File: src/oes_consts.svh
// timing constants and reset values for the output enable sequencer
`ifndef OES_CONSTS_SVH
`define OES_CONSTS_SVH
// settling interval after enable, in nanoseconds
`define OES_SETTLE_NS 1000
// disable time after a latched enable fall, in nanoseconds
`define OES_DISABLE_NS 10
// clock period in nanoseconds (40 MHz)
`define OES_CLK_NS 25
// settle count, rounded down, at least one cycle
`define OES_SETTLE_CYC ((`OES_SETTLE_NS / `OES_CLK_NS) < 1 ? 1 : (`OES_SETTLE_NS / `OES_CLK_NS))
// disable count, rounded down, at least one cycle
`define OES_DISABLE_CYC ((`OES_DISABLE_NS / `OES_CLK_NS) < 1 ? 1 : (`OES_DISABLE_NS / `OES_CLK_NS))
// divider width and reset value
`define OES_DIV_W 4
`define OES_DIV_RST 4'h0
`endif

File: src/oes_pkg.sv
// types for the output enable sequencer
package oes_pkg;
   // sequencer phases
   typedef enum logic [1:0] {
      OES_OFF,
      OES_SETTLE,
      OES_LOW,
      OES_RUN
   } oes_phase_t;
endpackage

File: src/oes_divider.sv
// free running output divider with synchronous clear
`timescale 1ns/1ps
`default_nettype none
`include "oes_consts.svh"
module oes_divider #(
   parameter int W = `OES_DIV_W
) (
   // clock and clear
   input wire logic clk,
   input wire logic clr,
   // divider state
   output var logic [W-1:0] count
);
   // whole state of the divider
   typedef struct packed {
      logic [W-1:0] cnt;
   } oes_div_st_t;
   oes_div_st_t st;
   oes_div_st_t next_st;

   // next state: clear wins, else count up
   always_comb begin
      next_st = st;
      if (clr) begin
         next_st.cnt = W'(`OES_DIV_RST);
      end else begin
         next_st.cnt = st.cnt + 1'b1;
      end
   end

   // register the state
   always_ff @(posedge clk) begin
      st <= next_st;
   end

   assign count = st.cnt;
endmodule // oes_divider
`default_nettype wire

File: src/oes_sequencer.sv
// enable sequencing and output driver control for a 1:3 clock fan-out
`timescale 1ns/1ps
`default_nettype none
`include "oes_consts.svh"
// Operation
// - enable low tristates all true/complement drivers
// - enable low ignores the select inputs
// - enable low holds flip-flops in reset
// - after enable rise, drive high while settling
// - after settling, drive all enabled outputs low
// - outputs follow only input clock edges
// - latched enable fall disables outputs promptly
// - enable and selects latched on input clock
// - unconnected enable or select reads high
// - single driver enable keeps divider running
// - single driver takes input clock level
// - complement is inverse of true output
module oes_sequencer #(
   parameter int SETTLE_CYC = `OES_SETTLE_CYC,
   parameter int DIV_W = `OES_DIV_W,
   parameter int NOUT = 3
) (
   // clock and reset
   input wire logic clk,
   input wire logic srst,
   // control pins, with their pull-up presence flags
   input wire logic en_pin,
   input wire logic en_conn,
   input wire logic [2:0] sel_pin,
   input wire logic [2:0] sel_conn,
   // sampled reference clock level
   input wire logic ref_in,
   // differential output drivers
   output var logic [NOUT-1:0] y_true,
   output var logic [NOUT-1:0] y_comp,
   output var logic [NOUT-1:0] y_oe
);
   // whole state of the sequencer
   typedef struct packed {
      oes_pkg::oes_phase_t phase;
      logic en_q;
      logic [2:0] sel_q;
      logic [NOUT-1:0] drv_en;
      logic [NOUT-1:0] yt;
      logic [NOUT-1:0] yc;
      logic [NOUT-1:0] oe;
      logic [15:0] settle_cnt;
      logic ref_q;
   } oes_st_t;
   oes_st_t st;
   oes_st_t next_st;
   logic div_clr;
   logic [DIV_W-1:0] div_cnt;

   // decode the latched selects into per-driver enables; output mode
   // encoding is not covered, so a low select bit turns its driver off
   function automatic logic [NOUT-1:0] sel_to_en(input logic [2:0] s);
      logic [NOUT-1:0] r;
      r = '0;
      for (int i = 0; i < NOUT; i++) begin
         r[i] = s[i % 3];
      end
      return r;
   endfunction

   // divider kept, cleared on full enable
   assign div_clr = (st.phase != oes_pkg::OES_RUN);

   oes_divider #(.W(DIV_W)) u_div (
      .clk(clk),
      .clr(div_clr),
      .count(div_cnt)
   );

   // next-state logic
   always_comb begin
      logic en_v;
      logic [2:0] sel_v;
      logic [NOUT-1:0] want;
      logic [NOUT-1:0] lvl;
      en_v = 1'b0;
      sel_v = '0;
      want = '0;
      lvl = '0;
      next_st = st;
      en_v = en_conn ? en_pin : 1'b1;
      sel_v = sel_pin | ~sel_conn;
      next_st.en_q = en_v;
      next_st.sel_q = sel_v;
      next_st.ref_q = ref_in;
      // per-driver clock levels: driver 0 undivided, others divided
      for (int i = 0; i < NOUT; i++) begin
         lvl[i] = (i == 0) ? st.ref_q : div_cnt[0];
      end
      if (!st.en_q) begin
         // tristate and reset in the next cycle
         next_st.phase = oes_pkg::OES_OFF;
         next_st.oe = '0;
         next_st.yt = '0;
         next_st.yc = '0;
         next_st.drv_en = '0;
         next_st.settle_cnt = '0;
         next_st.sel_q = st.sel_q;
      end else begin
         unique case (st.phase)
            oes_pkg::OES_OFF: begin
               next_st.phase = oes_pkg::OES_SETTLE;
               next_st.oe = '1;
               next_st.yt = '1;
               next_st.yc = '0;
               next_st.settle_cnt = 16'(SETTLE_CYC - 1);
            end
            oes_pkg::OES_SETTLE: begin
               if (st.settle_cnt <= 16'h0001) begin
                  next_st.phase = oes_pkg::OES_LOW;
                  next_st.yt = '0;
                  next_st.yc = '1;
                  next_st.settle_cnt = '0;
               end else begin
                  next_st.settle_cnt = st.settle_cnt - 16'h0001;
               end
            end
            oes_pkg::OES_LOW: begin
               next_st.phase = oes_pkg::OES_RUN;
               next_st.drv_en = sel_to_en(st.sel_q);
               next_st.oe = sel_to_en(st.sel_q);
            end
            oes_pkg::OES_RUN: begin
               want = sel_to_en(st.sel_q);
               // a driver switched on here takes the live level at once, and
               // the divider is left running so divided outputs keep phase
               next_st.drv_en = want;
               next_st.oe = want;
               // follow the clock on each edge
               for (int i = 0; i < NOUT; i++) begin
                  next_st.yt[i] = want[i] ? lvl[i] : st.yt[i];
                  next_st.yc[i] = want[i] ? ~lvl[i] : st.yc[i];
               end
            end
         endcase
      end
      if (srst) begin
         next_st = '0;
      end
   end

   // register the state
   always_ff @(posedge clk) begin
      st <= next_st;
   end

   assign y_true = st.yt;
   assign y_comp = st.yc;
   assign y_oe = st.oe;

   // the checks below watch the registered state and outputs in the same cycle or one edge apart;
   // all of them are idle while the synchronous reset is applied, so the
   // unknown state before the first reset edge never reaches them

   AST_OFF_TRISTATE: assert property (@(posedge clk) disable iff (srst)
      !st.en_q |=> (y_oe == '0))
      else $error("outputs not tristated after enable fall");

   AST_OFF_RESET: assert property (@(posedge clk) disable iff (srst)
      !st.en_q |=> (st.phase == oes_pkg::OES_OFF && st.drv_en == '0))
      else $error("state not reset while disabled");

   AST_DIV_CLEAR_OFF: assert property (@(posedge clk) disable iff (srst)
      (st.phase == oes_pkg::OES_OFF) |=> (div_cnt == '0))
      else $error("divider not held clear while disabled");

   AST_SEL_IGNORED: assert property (@(posedge clk) disable iff (srst)
      !st.en_q |=> $stable(st.sel_q))
      else $error("selects sampled while disabled");

   AST_SETTLE_ENTRY: assert property (@(posedge clk) disable iff (srst)
      (st.phase == oes_pkg::OES_OFF && st.en_q)
      |=> (st.phase == oes_pkg::OES_SETTLE && y_oe == '1 && y_true == '1))
      else $error("outputs not driven high after enable rise");

   AST_SETTLE_HIGH: assert property (@(posedge clk) disable iff (srst)
      (st.phase == oes_pkg::OES_SETTLE) |-> (y_true == '1 && y_oe == '1))
      else $error("outputs not high while settling");

   AST_SETTLE_EXIT: assert property (@(posedge clk) disable iff (srst)
      (st.phase == oes_pkg::OES_SETTLE && st.en_q && st.settle_cnt <= 16'h0001)
      |=> (st.phase == oes_pkg::OES_LOW && y_true == '0 && y_comp == '1))
      else $error("outputs not low when settling ends");

   AST_LOW_AFTER: assert property (@(posedge clk) disable iff (srst)
      (st.phase == oes_pkg::OES_LOW) |-> (y_true == '0))
      else $error("outputs not low after settling");

   AST_LOW_TO_RUN: assert property (@(posedge clk) disable iff (srst)
      (st.phase == oes_pkg::OES_LOW && st.en_q)
      |=> (st.phase == oes_pkg::OES_RUN && y_oe == sel_to_en($past(st.sel_q))))
      else $error("selected drivers not enabled after the low cycle");

   AST_COMP_INV: assert property (@(posedge clk) disable iff (srst)
      (st.phase == oes_pkg::OES_RUN) |-> ((y_comp & y_oe) == (~y_true & y_oe)))
      else $error("complement not inverse");

   AST_UNDIV_FOLLOW: assert property (@(posedge clk) disable iff (srst)
      (st.phase == oes_pkg::OES_RUN && st.en_q && st.sel_q[0])
      |=> (y_true[0] == $past(st.ref_q)))
      else $error("undivided output does not follow clock");

   AST_DIV_RESTART: assert property (@(posedge clk) disable iff (srst)
      (st.phase == oes_pkg::OES_LOW) |=> (div_cnt == '0))
      else $error("divider not restarted on full enable");

   AST_DIV_KEEP: assert property (@(posedge clk) disable iff (srst)
      (st.phase == oes_pkg::OES_RUN && $past(st.phase) == oes_pkg::OES_RUN)
      |-> (div_cnt == $past(div_cnt) + 1'b1))
      else $error("divider disturbed while running");

   AST_FLOAT_HIGH: assert property (@(posedge clk) disable iff (srst)
      !en_conn |=> st.en_q)
      else $error("floating enable not read high");
endmodule // oes_sequencer
`default_nettype wire

File: config.mk
export PLATFORM = sky130hd
export DESIGN_NAME = oes_sequencer
export DESIGN_NICKNAME = d
export VERILOG_FILES = /design/src/oes_pkg.sv /design/src/oes_divider.sv /design/src/oes_sequencer.sv
export VERILOG_INCLUDE_DIRS = /design/src
export SDC_FILE = /design/constraint.sdc
export NUM_CORES = 1
export LEC_CHECK = 0
export ABC_AREA = 0
export CORE_MARGIN = 3
export CORE_UTILIZATION = 60
export DETAILED_ROUTE_END_ITERATION = 7
export DONT_BUFFER_PORTS = 1
export PLACE_DENSITY = 0.77
export SLEW_MARGIN = 20
export SYNTH_ARGS = -nofsm -noshare
export SYNTH_HDL_FRONTEND = slang
export SYNTH_SLANG_ARGS = --single-unit
File: constraint.sdc
create_clock -name clk -period 2.41 [get_ports clk]
set_input_delay 0.1205 -clock clk [delete_from_list [all_inputs] [get_ports clk]]
set_output_delay 0.1205 -clock clk [all_outputs]
set_load 0.1 [all_outputs]
==> results of run 1 <==
-- cells in the mapped netlist (6+ instances only) --
master	instances	area, um^2
nand2_1	23	86.33
o21ai_0	8	40.04
ha_1	7	87.58
nor2_1	16	60.06
buf_4	9	67.56
nor2b_1	6	37.54
dfxtp_1	33	660.6
nand3_1	8	40.04
a21oi_1	8	40.04
inv_1	11	41.29
clkbuf_1	8	30.03
nor3_1	11	55.05
-- placed cells by master, fill, tap and decap left out, types with 6 or more instances in the layout --
| cell type | netlist | final |
|---|---|---|
| buf_4 | 9 | 17 |
| a21oi_1 | 8 | 8 |
| o21ai_0 | 8 | 8 |
| nand2_1 | 23 | 23 |
| ha_1 | 7 | 7 |
| dlygate4sd3_1 | 0 | 9 |
| nor2b_1 | 6 | 6 |
| nor2_1 | 16 | 16 |
| nor3_1 | 11 | 11 |
| dfxtp_1 | 33 | 33 |
| nand3_1 | 8 | 8 |
| inv_1 | 11 | 11 |
-- power by group --
group | switching, mW | internal (mW)
sequential | 0.0237 | 0.570
combinational | 0.223 | 0.125
clock | 0.187 | 0.138
total | 0.434 | 0.832
-- cells by family (layout without fill, tap and decap cells) --
kind of cell	count (synthesis)	in the layout
AOI/OAI and AO/OA	51	51
xor gates and xnor gates	2	2
and+or+nand+nor	100	100
buffers and inverters	33	44
muxes	3	3
adders and majority gates	7	7
DFF	33	33
-- per-stage QoR --
step	power, mW	std cells
after floorplan	0.8727	229
after global placement	0.9226	266
after detailed placement	0.9307	266
after CTS	1.258	282
after global routing	1.332	282
final	1.266	282
-- per-layer routing --
| layer | vias up | wire, um | global-route usage [%] |
|---|---|---|---|
| met4 | 0 | 110 | 10.47 |
| met2 | 89 | 2034 | 37.68 |
| li1 | 850 | - | - |
| met5 | - | 0 | 0 |
| met1 | 839 | 2009 | 33.33 |
| met3 | 14 | 325 | 5.935 |
-- sequential cells by signal, indices dropped and copies added, names as in the netlist --
signal / flops
st: 23
y_comp: 3
y_oe: 3
u_div.count: 1
y_true: 3
-- critical path, stage by stage, from the launching register on --
cell	delay, ns
dfxtp_1	0.38
nor4_4	0.44
nand4_2	0.35
buf_4	0.27
o21ai_0	0.31
mux2i_1	0.22
-- worst max path at each step --
stage	to	slack (ns)	depth (start not counted)
finish	y_true[1]	0.39	5
global placement	st[6]	0.54	6
detailed placement	y_true[2]	0.43	5
global route	y_true[2]	0.21	5
CTS	y_true[2]	0.41	5
floorplan	st[16]	0.72	7
-- final cells by class --
class / instances / area, um^2 / area share, %
Inverter: 11 / 41.29 / 1.964
Timing Repair Buffer: 26 / 217.7 / 10.36
Tap cell: 42 / 52.55 / 2.500
Clock buffer: 7 / 55.05 / 2.619
Sequential cell: 33 / 660.6 / 31.43
Multi-Input combinational cell: 163 / 1075 / 51.13
==> metrics.csv, run 1 <==
metric,value,unit
outcome,finished clean,
hold_buffers,9,
grt_pass1_vias,1724,
ir_drop,0.0003581,V
dp_slack,0.4272,ns
fin_skew,0.007889,ns
syn_to_final_growth,9.948,%
cts.sinks,33,
min_path_type,input port to flop,
synth_area,1912,um^2
rr_worst_depth,5,
io_buffers,0,
maxSlewHeadroom,57.04,%
slew_viol_final,0,
antenna_found_initial,0,
syn_inst,229,
core_area,2900,um^2
drc,0,
synth-simple-area-share,30.50,%
die_h,62.45,um
synth_xor_area_share,0.9162,%
clkLatencyLatePin,0.33,ns
setup_ws,0.3852,ns
synth_ff_type,dfxtp_1,
synth_compound_area_share,18.65,%
gr-total-overflow,0,
synth.area.mux_share,1.571,%
numCtsBuffers,5,
ys.warnings.count,0,
grt.total_usage,24.75,%
tns,0,ns
crit_type,flop to flop,
tightest_slew,0.6354,ns
drt_pre_antenna_iters,6,
crit_path_start_kind,flop,
regToRegStartpoint,st[10],
critPathRequiredTime,2.68,ns
num_vias,1792,
final_area,2102,um^2
layout-drive-gt1-share,12.50,%
synth_top_family_by_area,simple AND/OR/NAND/NOR gates,
grt_pass1_wl,7879,um
ctsResizeCount,0,
gp_routability_congestion,0.9177,
whs_endpoint,st[9],
fp.dieW,62.45,um
hold_ws,0.1334,ns
yosys_register_bits,33,
ant_nets,0,
worstPathArrival,2.30,ns
hpwlAfterDp,3099,um
grt_max_degree,22,
diodes,0,
cts_root_buffer,clkbuf_4,
clk_pin_slew_worst_paths,0.11,ns
worstHoldStart,srst,
setup_viol,0,
dr.first_iter.drc_count,229,
ys_types,50,
path_max_fanout,11,
clock.fmax,493.9,MHz
p_leak,0.8884,nW
fillerInstances,228,
rsz0062_at_grt,no,
initial_utilization,65.92,%
wl_per_cell,15.89,um
utilization,72.48,%
hold_viol_final,0,
nNetsFinal,258,
cts_tree,yes,
synth_edf_count,0,
powerDensity,602.3,nW/um^2
min_path_cells,4,
reg2reg_to,y_true[1],
htree_num_levels,2,
dieArea,3900,um^2
drv_cap,0,
syn_area_per_cell,8.349,um^2
timing.final.crit_share,84.02,%
viasPerCell,6.355,
min_period,2.025,ns
cts_buffer_depth,2,
synth_adder_area_share,4.581,%
regToRegSetupSlack,0.39,ns
post-cts-setup-buffers,0,
std_cell_rows,19,
async_flop_share,0,%
synth_nets,247,
routed_wl,4480,um
crit_start,st[10],
yosysSeqAreaShare,34.55,%
crit_path_end_kind,flop,
placed_area,1957,um^2
io_pins,20,
(Power assumes the default switching activity.)
==> inputs of run 2 (changes only) <==
==> constraint.sdc (replaced) <==
create_clock -name clk -period 1.97 [get_ports clk]
set_input_delay 0.0985 -clock clk [delete_from_list [all_inputs] [get_ports clk]]
set_output_delay 0.0985 -clock clk [all_outputs]
set_load 0.1 [all_outputs]
==> run 2 against run 1 <==
Sequential power increased by 23%. Sequential share of layout area decreased by 0.87 points. Clock power increased by 20%. Non-clock buffer count increased by 8. First-iteration DRC count decreased by 49%. Register-to-register slack got worse by 0.26 ns. Design area increased by 3.0%. Worst setup slack got worse by 0.26 ns. Power increased by 24%. Count of clock-buffer cells in the layout unchanged.
==> metrics.csv, run 2 (synthesis results as in run 1) <==
metric,value,unit,change
highest_layer,met4,,unchanged
powerDensity,723.4,nW/um^2,was 602.3 nW/um^2
slew_viol_final,0,,unchanged
fin_skew,0.005453,ns,was 0.007889 ns
clkLatencyLatePin,0.34,ns,was 0.33 ns
io_pins,20,,unchanged
hpwlAfterDp,3304,um,was 3099 um
path_max_fanout,9,,was 11
viasPerCell,6.245,,was 6.355
htree_num_levels,2,,unchanged
routed_wl,4870,um,was 4480 um
num_vias,1811,,was 1792
drt_pre_antenna_iters,5,,was 6
grt_max_degree,16,,was 22
cts_tree,yes,,unchanged
combPwrFrac,28.6,%,was 27.5%
dieArea,3900,um^2,unchanged
std_cell_rows,19,,unchanged
critPathRequiredTime,2.23,ns,was 2.68 ns
clkPwrFrac,24.9,%,was 25.7%
dr.first_iter.drc_count,116,,was 229
mostFrequentLayoutCells,"dfxtp_1, buf_4, nand2_1",,"was dfxtp_1, nand2_1, buf_4"
ir_drop,0.0005645,V,was 0.0003581 V
diodes,0,,unchanged
wl_met2,2289,um,was 2034 um
io_buffers,0,,unchanged
power_frac_seq,46.5,%,was 46.9%
grt_pass1_vias,1724,,unchanged
crit_path_end_kind,flop,,unchanged
cts.sinks,33,,unchanged
tns,0,ns,unchanged
numCtsBuffers,5,,unchanged
syn_to_final_growth,13.29,%,was 9.948%
min_path_type,input port to flop,,unchanged
worst_path_max_delay_cell,dfxtp_1,,was nor4_4
met3WireLength,382,um,was 325 um
internal-power,1.033,mW,was 832.0 uW
crit_chain,inv_1 -> ha_1 -> or2_2 -> nand4_2 -> a2bb2o_1 -> a221oi_1,,was nor4_4 -> nand4_2 -> buf_4 -> o21ai_0 -> mux2i_1
min_period,1.850,ns,was 2.025 ns
cts_root_buffer,clkbuf_4,,unchanged
antenna_found_initial,0,,unchanged
p_total,1.567,mW,was 1.266 mW
p_leak,0.9264,nW,was 0.8884 nW
largest_reg_flops,23,,unchanged
layout-drive-gt1-share,15.32,%,was 12.50%
drv_cap,0,,unchanged
grt_pass1_wl,8362,um,was 7879 um
gr-total-overflow,0,,unchanged
ant_nets,0,,unchanged
rsz0062_at_grt,no,,unchanged
wl_per_cell,16.79,um,was 15.89 um
crit_type,flop to flop,,unchanged
maxSlewHeadroom,62.06,%,was 57.04%
setup_viol,0,,unchanged
outcome,finished clean,,unchanged
initial_utilization,65.92,%,unchanged
grt.total_usage,26.95,%,was 24.75%
cp.buffers_inverters,1,,unchanged
crit_path_start_kind,flop,,unchanged
nNetsFinal,266,,was 258
tightest_slew,0.5640,ns,was 0.6354 ns
gp_routability_congestion,0.9875,,was 0.9177
crit_family,compound AO/OA/AOI/OAI gates,,was simple AND/OR/NAND/NOR gates
final_common_cell,dfxtp_1,,unchanged
p_switching,533.7,uW,was 434.1 uW
fp.dieW,62.45,um,unchanged
cts_buffer_depth,2,,unchanged
core_area,2900,um^2,unchanged
regMostFlops,st,,unchanged
power.share.switching,34.06,%,was 34.29%
clk_pin_slew_worst_paths,0.10,ns,was 0.11 ns
drc,0,,unchanged
critPathMaxStageDelay,0.41,ns,was 0.44 ns
worstPathArrival,2.11,ns,was 2.30 ns
die_h,62.45,um,unchanged
hold_viol_final,0,,unchanged
wl_met1,2092,um,was 2009 um
clock.fmax,540.6,MHz,was 493.9 MHz
timing.final.crit_share,93.89,%,was 84.02%
utilization,74.68,%,was 72.48%
[run 2: cell types whose count changed in the layout (fill, tap and decap cells not counted)]
cell           before  now
buf_4              17   24
dfxtp_1            33   32
dfxtp_2             0    1
dlygate4sd3_1       9   10
[run 2: per-stage QoR]
step | hold WS, ns | std cells | instance area [um^2] | setup WS [ns]
2_1_floorplan | 0.1944 | 229 | 1912 | 0.2833
3_3_place_gp | 0.1697 | 273 | 2009 | 0.2170
3_5_place_dp | 0.1725 | 273 | 2009 | 0.1335
4_1_cts | 0.08572 | 290 | 2165 | 0.1005
5_1_grt | 0.09861 | 290 | 2166 | 0.001761
6_report | 0.09344 | 290 | 2166 | 0.1204
[run 2: routing by layer]
layer,up-vias,GRT usage (%)
li1,871,-
met1,844,34.60
met2,83,42.21
met3,13,7.554
met4,0,11.57
met5,-,0
[run 2: power by group through the flow]
stage	logic [mW]	clock network, mW	registers, mW
global placement	0.403	0	0.739
floorplan	0.336	0	0.732
CTS	0.439	0.397	0.726
finish	0.448	0.390	0.728
global route	0.485	0.441	0.733
detailed placement	0.417	0	0.742
[run 2: repair_timing]
action / 4_1_cts / 5_1_grt
endpoints found under the setup margin: 0 / 2
buffers inserted: 0 / 0
gates resized for setup: 0 / 1
hold endpoints to repair: 5 / 0
hold buffers: 10 / 0
[run 2: area by class of cell]
class                           count  area [um^2]
Timing Repair Buffer               34        280.3
Sequential cell                    33        661.9
Clock buffer                        7        55.05
Multi-Input combinational cell    163         1075
Fill cell                         229        734.5
Inverter                           11        41.29
Tap cell                           42        52.55
[run 2: worst paths after layout]
check             from        end  slack, ns  depth (start not counted)
min reg2reg  y_comp[2]  y_comp[2]       0.47                          1
max reg2reg      st[2]      st[6]       0.12                          6
max              st[2]      st[6]       0.12                          6
min               srst      st[9]       0.09                          4
[run 2: worst register-to-register path: cells and delay by family, from the launching register on]
family | cells | cell delay, ns
AO/OA/AOI/OAI | 2 | 0.57
adder cells (fa/ha/maj) | 1 | 0.23
buffers and inverters | 1 | 0.09
flip-flops | 1 | 0.41
AND/OR/NAND/NOR | 2 | 0.47
==> inputs of run 3 (changes only) <==
==> constraint.sdc (replaced) <==
create_clock -name clk -period 2.35 [get_ports clk]
set_input_delay 0.1175 -clock clk [delete_from_list [all_inputs] [get_ports clk]]
set_output_delay 0.1175 -clock clk [all_outputs]
set_load 0.1 [all_outputs]
==> run 3 against run 2 <==
Die area stayed put. Non-clock buffer count is 7 lower. Sequential power fell by 16%. Via count shrank 1.4%. Core utilization decreased by 1.9 points. Fmax is 4.6% lower. Global-route usage shrank 0.94 points. Clock skew up 0.0047 ns.
==> metrics.csv, run 3 (synthesis results as in run 1) <==
metric,value,unit,change
viasPerCell,6.307,,was 6.245
placed_area,1964,um^2,was 2009 um^2
diodes,0,,unchanged
numCtsBuffers,5,,unchanged
dr.first_iter.drc_count,167,,was 116
syn_to_final_growth,10.34,%,was 13.29%
met1_usage,32.63,%,was 34.60%
crit_path_start_kind,flop,,unchanged
use_met2,42.88,%,was 42.21%
setup_ws,0.4120,ns,was 0.1204 ns
cts_buffer_depth,2,,unchanged
layout-drive-gt1-share,12.86,%,was 15.32%
tns,0,ns,unchanged
clk_pin_slew_worst_paths,0.10,ns,about the same
utilization,72.74,%,was 74.68%
grt.total_usage,26.01,%,was 26.95%
maxSlewHeadroom,53.28,%,was 62.06%
drc,0,,unchanged
fp.dieW,62.45,um,unchanged
drv_cap,0,,unchanged
reg2reg_to,y_true[1],,was st[6]
gp_routability_congestion,0.9679,,was 0.9875
top_usage_layer,met2,,unchanged
num_vias,1785,,was 1811
regToRegStartpoint,st[3],,was st[2]
final_area,2110,um^2,was 2166 um^2
min_path_cells,4,,unchanged
hold_viol_final,0,,unchanged
ir_drop,0.0003963,V,was 0.0005645 V
dp_slack,0.4853,ns,was 0.1335 ns
crit_path_end,y_true[1],,was st[6]
nNetsFinal,259,,was 266
clock.fmax,516.0,MHz,was 540.6 MHz
cts_tree,yes,,unchanged
slew_viol_final,0,,unchanged
io_pins,20,,unchanged
powerDensity,615.3,nW/um^2,was 723.4 nW/um^2
hpwlAfterDp,3256,um,was 3304 um
outcome,finished clean,,unchanged
rr_worst_depth,5,,was 6
rsz0062_at_grt,no,,unchanged
clkLatencyLatePin,0.34,ns,about the same
ant_nets,0,,unchanged
routed_wl,4760,um,was 4870 um
path_max_fanout,11,,was 9
dp.cells,267,,was 273
largest_reg_flops,23,,unchanged
std_cell_rows,19,,unchanged
timing.final.crit_share,82.47,%,was 93.89%
tightest_slew,0.6911,ns,was 0.5640 ns
p_leak,0.8916,nW,was 0.9264 nW
initial_utilization,65.92,%,unchanged
drt_pre_antenna_iters,4,,was 5
htree_num_levels,2,,unchanged
mostFrequentLayoutCells,"dfxtp_1, nand2_1, buf_4",,"was dfxtp_1, buf_4, nand2_1"
regToRegSetupSlack,0.41,ns,was 0.12 ns
min_path_type,input port to flop,,unchanged
grt_max_degree,22,,was 16
min_period,1.938,ns,was 1.850 ns
worstPathArrival,2.20,ns,was 2.11 ns
grt_pass1_vias,1777,,was 1724
crit_type,flop to flop,,unchanged
crit_start,st[3],,was st[2]
crit_path_end_kind,flop,,unchanged
setup_viol,0,,unchanged
cts.sinks,33,,unchanged
core_area,2900,um^2,unchanged
antenna_found_initial,0,,unchanged
die_h,62.45,um,unchanged
dieArea,3900,um^2,unchanged
wl_per_cell,16.82,um,was 16.79 um
final_common_cell,dfxtp_1,,unchanged
p_total,1.298,mW,was 1.567 mW
io_buffers,0,,unchanged
grt_pass1_wl,8231,um,was 8362 um
hold_ws,0.1238,ns,was 0.09344 ns
cts_root_buffer,clkbuf_4,,unchanged
met3_usage,5.036,%,was 7.554%
fin_skew,0.01014,ns,was 0.005453 ns
gr-total-overflow,0,,unchanged
regMostFlops,st,,unchanged
fin_cells,283,,was 290
critPathRequiredTime,2.61,ns,was 2.23 ns
## run 3: cell count changes in the layout (fill, tap and decap cells not counted), sizes merged
cell,before,now
dlygate4sd3,10,9
buf,24,18
## run 3: how the worst min path moves through the flow
stage / startpoint / endpoint
6_report: srst / st[9]
5_1_grt: srst / st[9]
4_1_cts: srst / st[9]
3_5_place_dp: srst / st[32]
2_1_floorplan: en_conn / st[32]
3_3_place_gp: srst / st[32]
## run 3: metal layers
layer	vias up	wire, um
li1	852	-
met1	837	2030
met2	86	2265
met3	10	367
met4	0	97
met5	-	0
## run 3: worst max-delay path: stages, from the launching register on
cell	delay (ns)
dfxtp_1	0.39
nor3_1	0.33
nand4_2	0.33
buf_4	0.27
o21ai_0	0.32
mux2i_1	0.23
## run 3: cell type report
cell class	instances	area, um^2
Timing Repair Buffer	27	225.2
Tap cell	42	52.55
Inverter	11	41.29
Multi-Input combinational cell	163	1075
Clock buffer	7	55.05
Sequential cell	33	660.6
Fill cell	240	790.8
## run 3: where the power goes
part           switching (mW)  internal, mW  total, mW
clock network           0.188         0.141      0.329
logic                   0.231         0.128      0.359
registers              0.0259         0.584      0.610
## run 3: timing repair
action,in CTS,in global routing
setup endpoints to repair,0,0
hold buffers,9,0
gates resized for setup,0,0
setup buffers,0,0
endpoints found under the hold margin,5,0
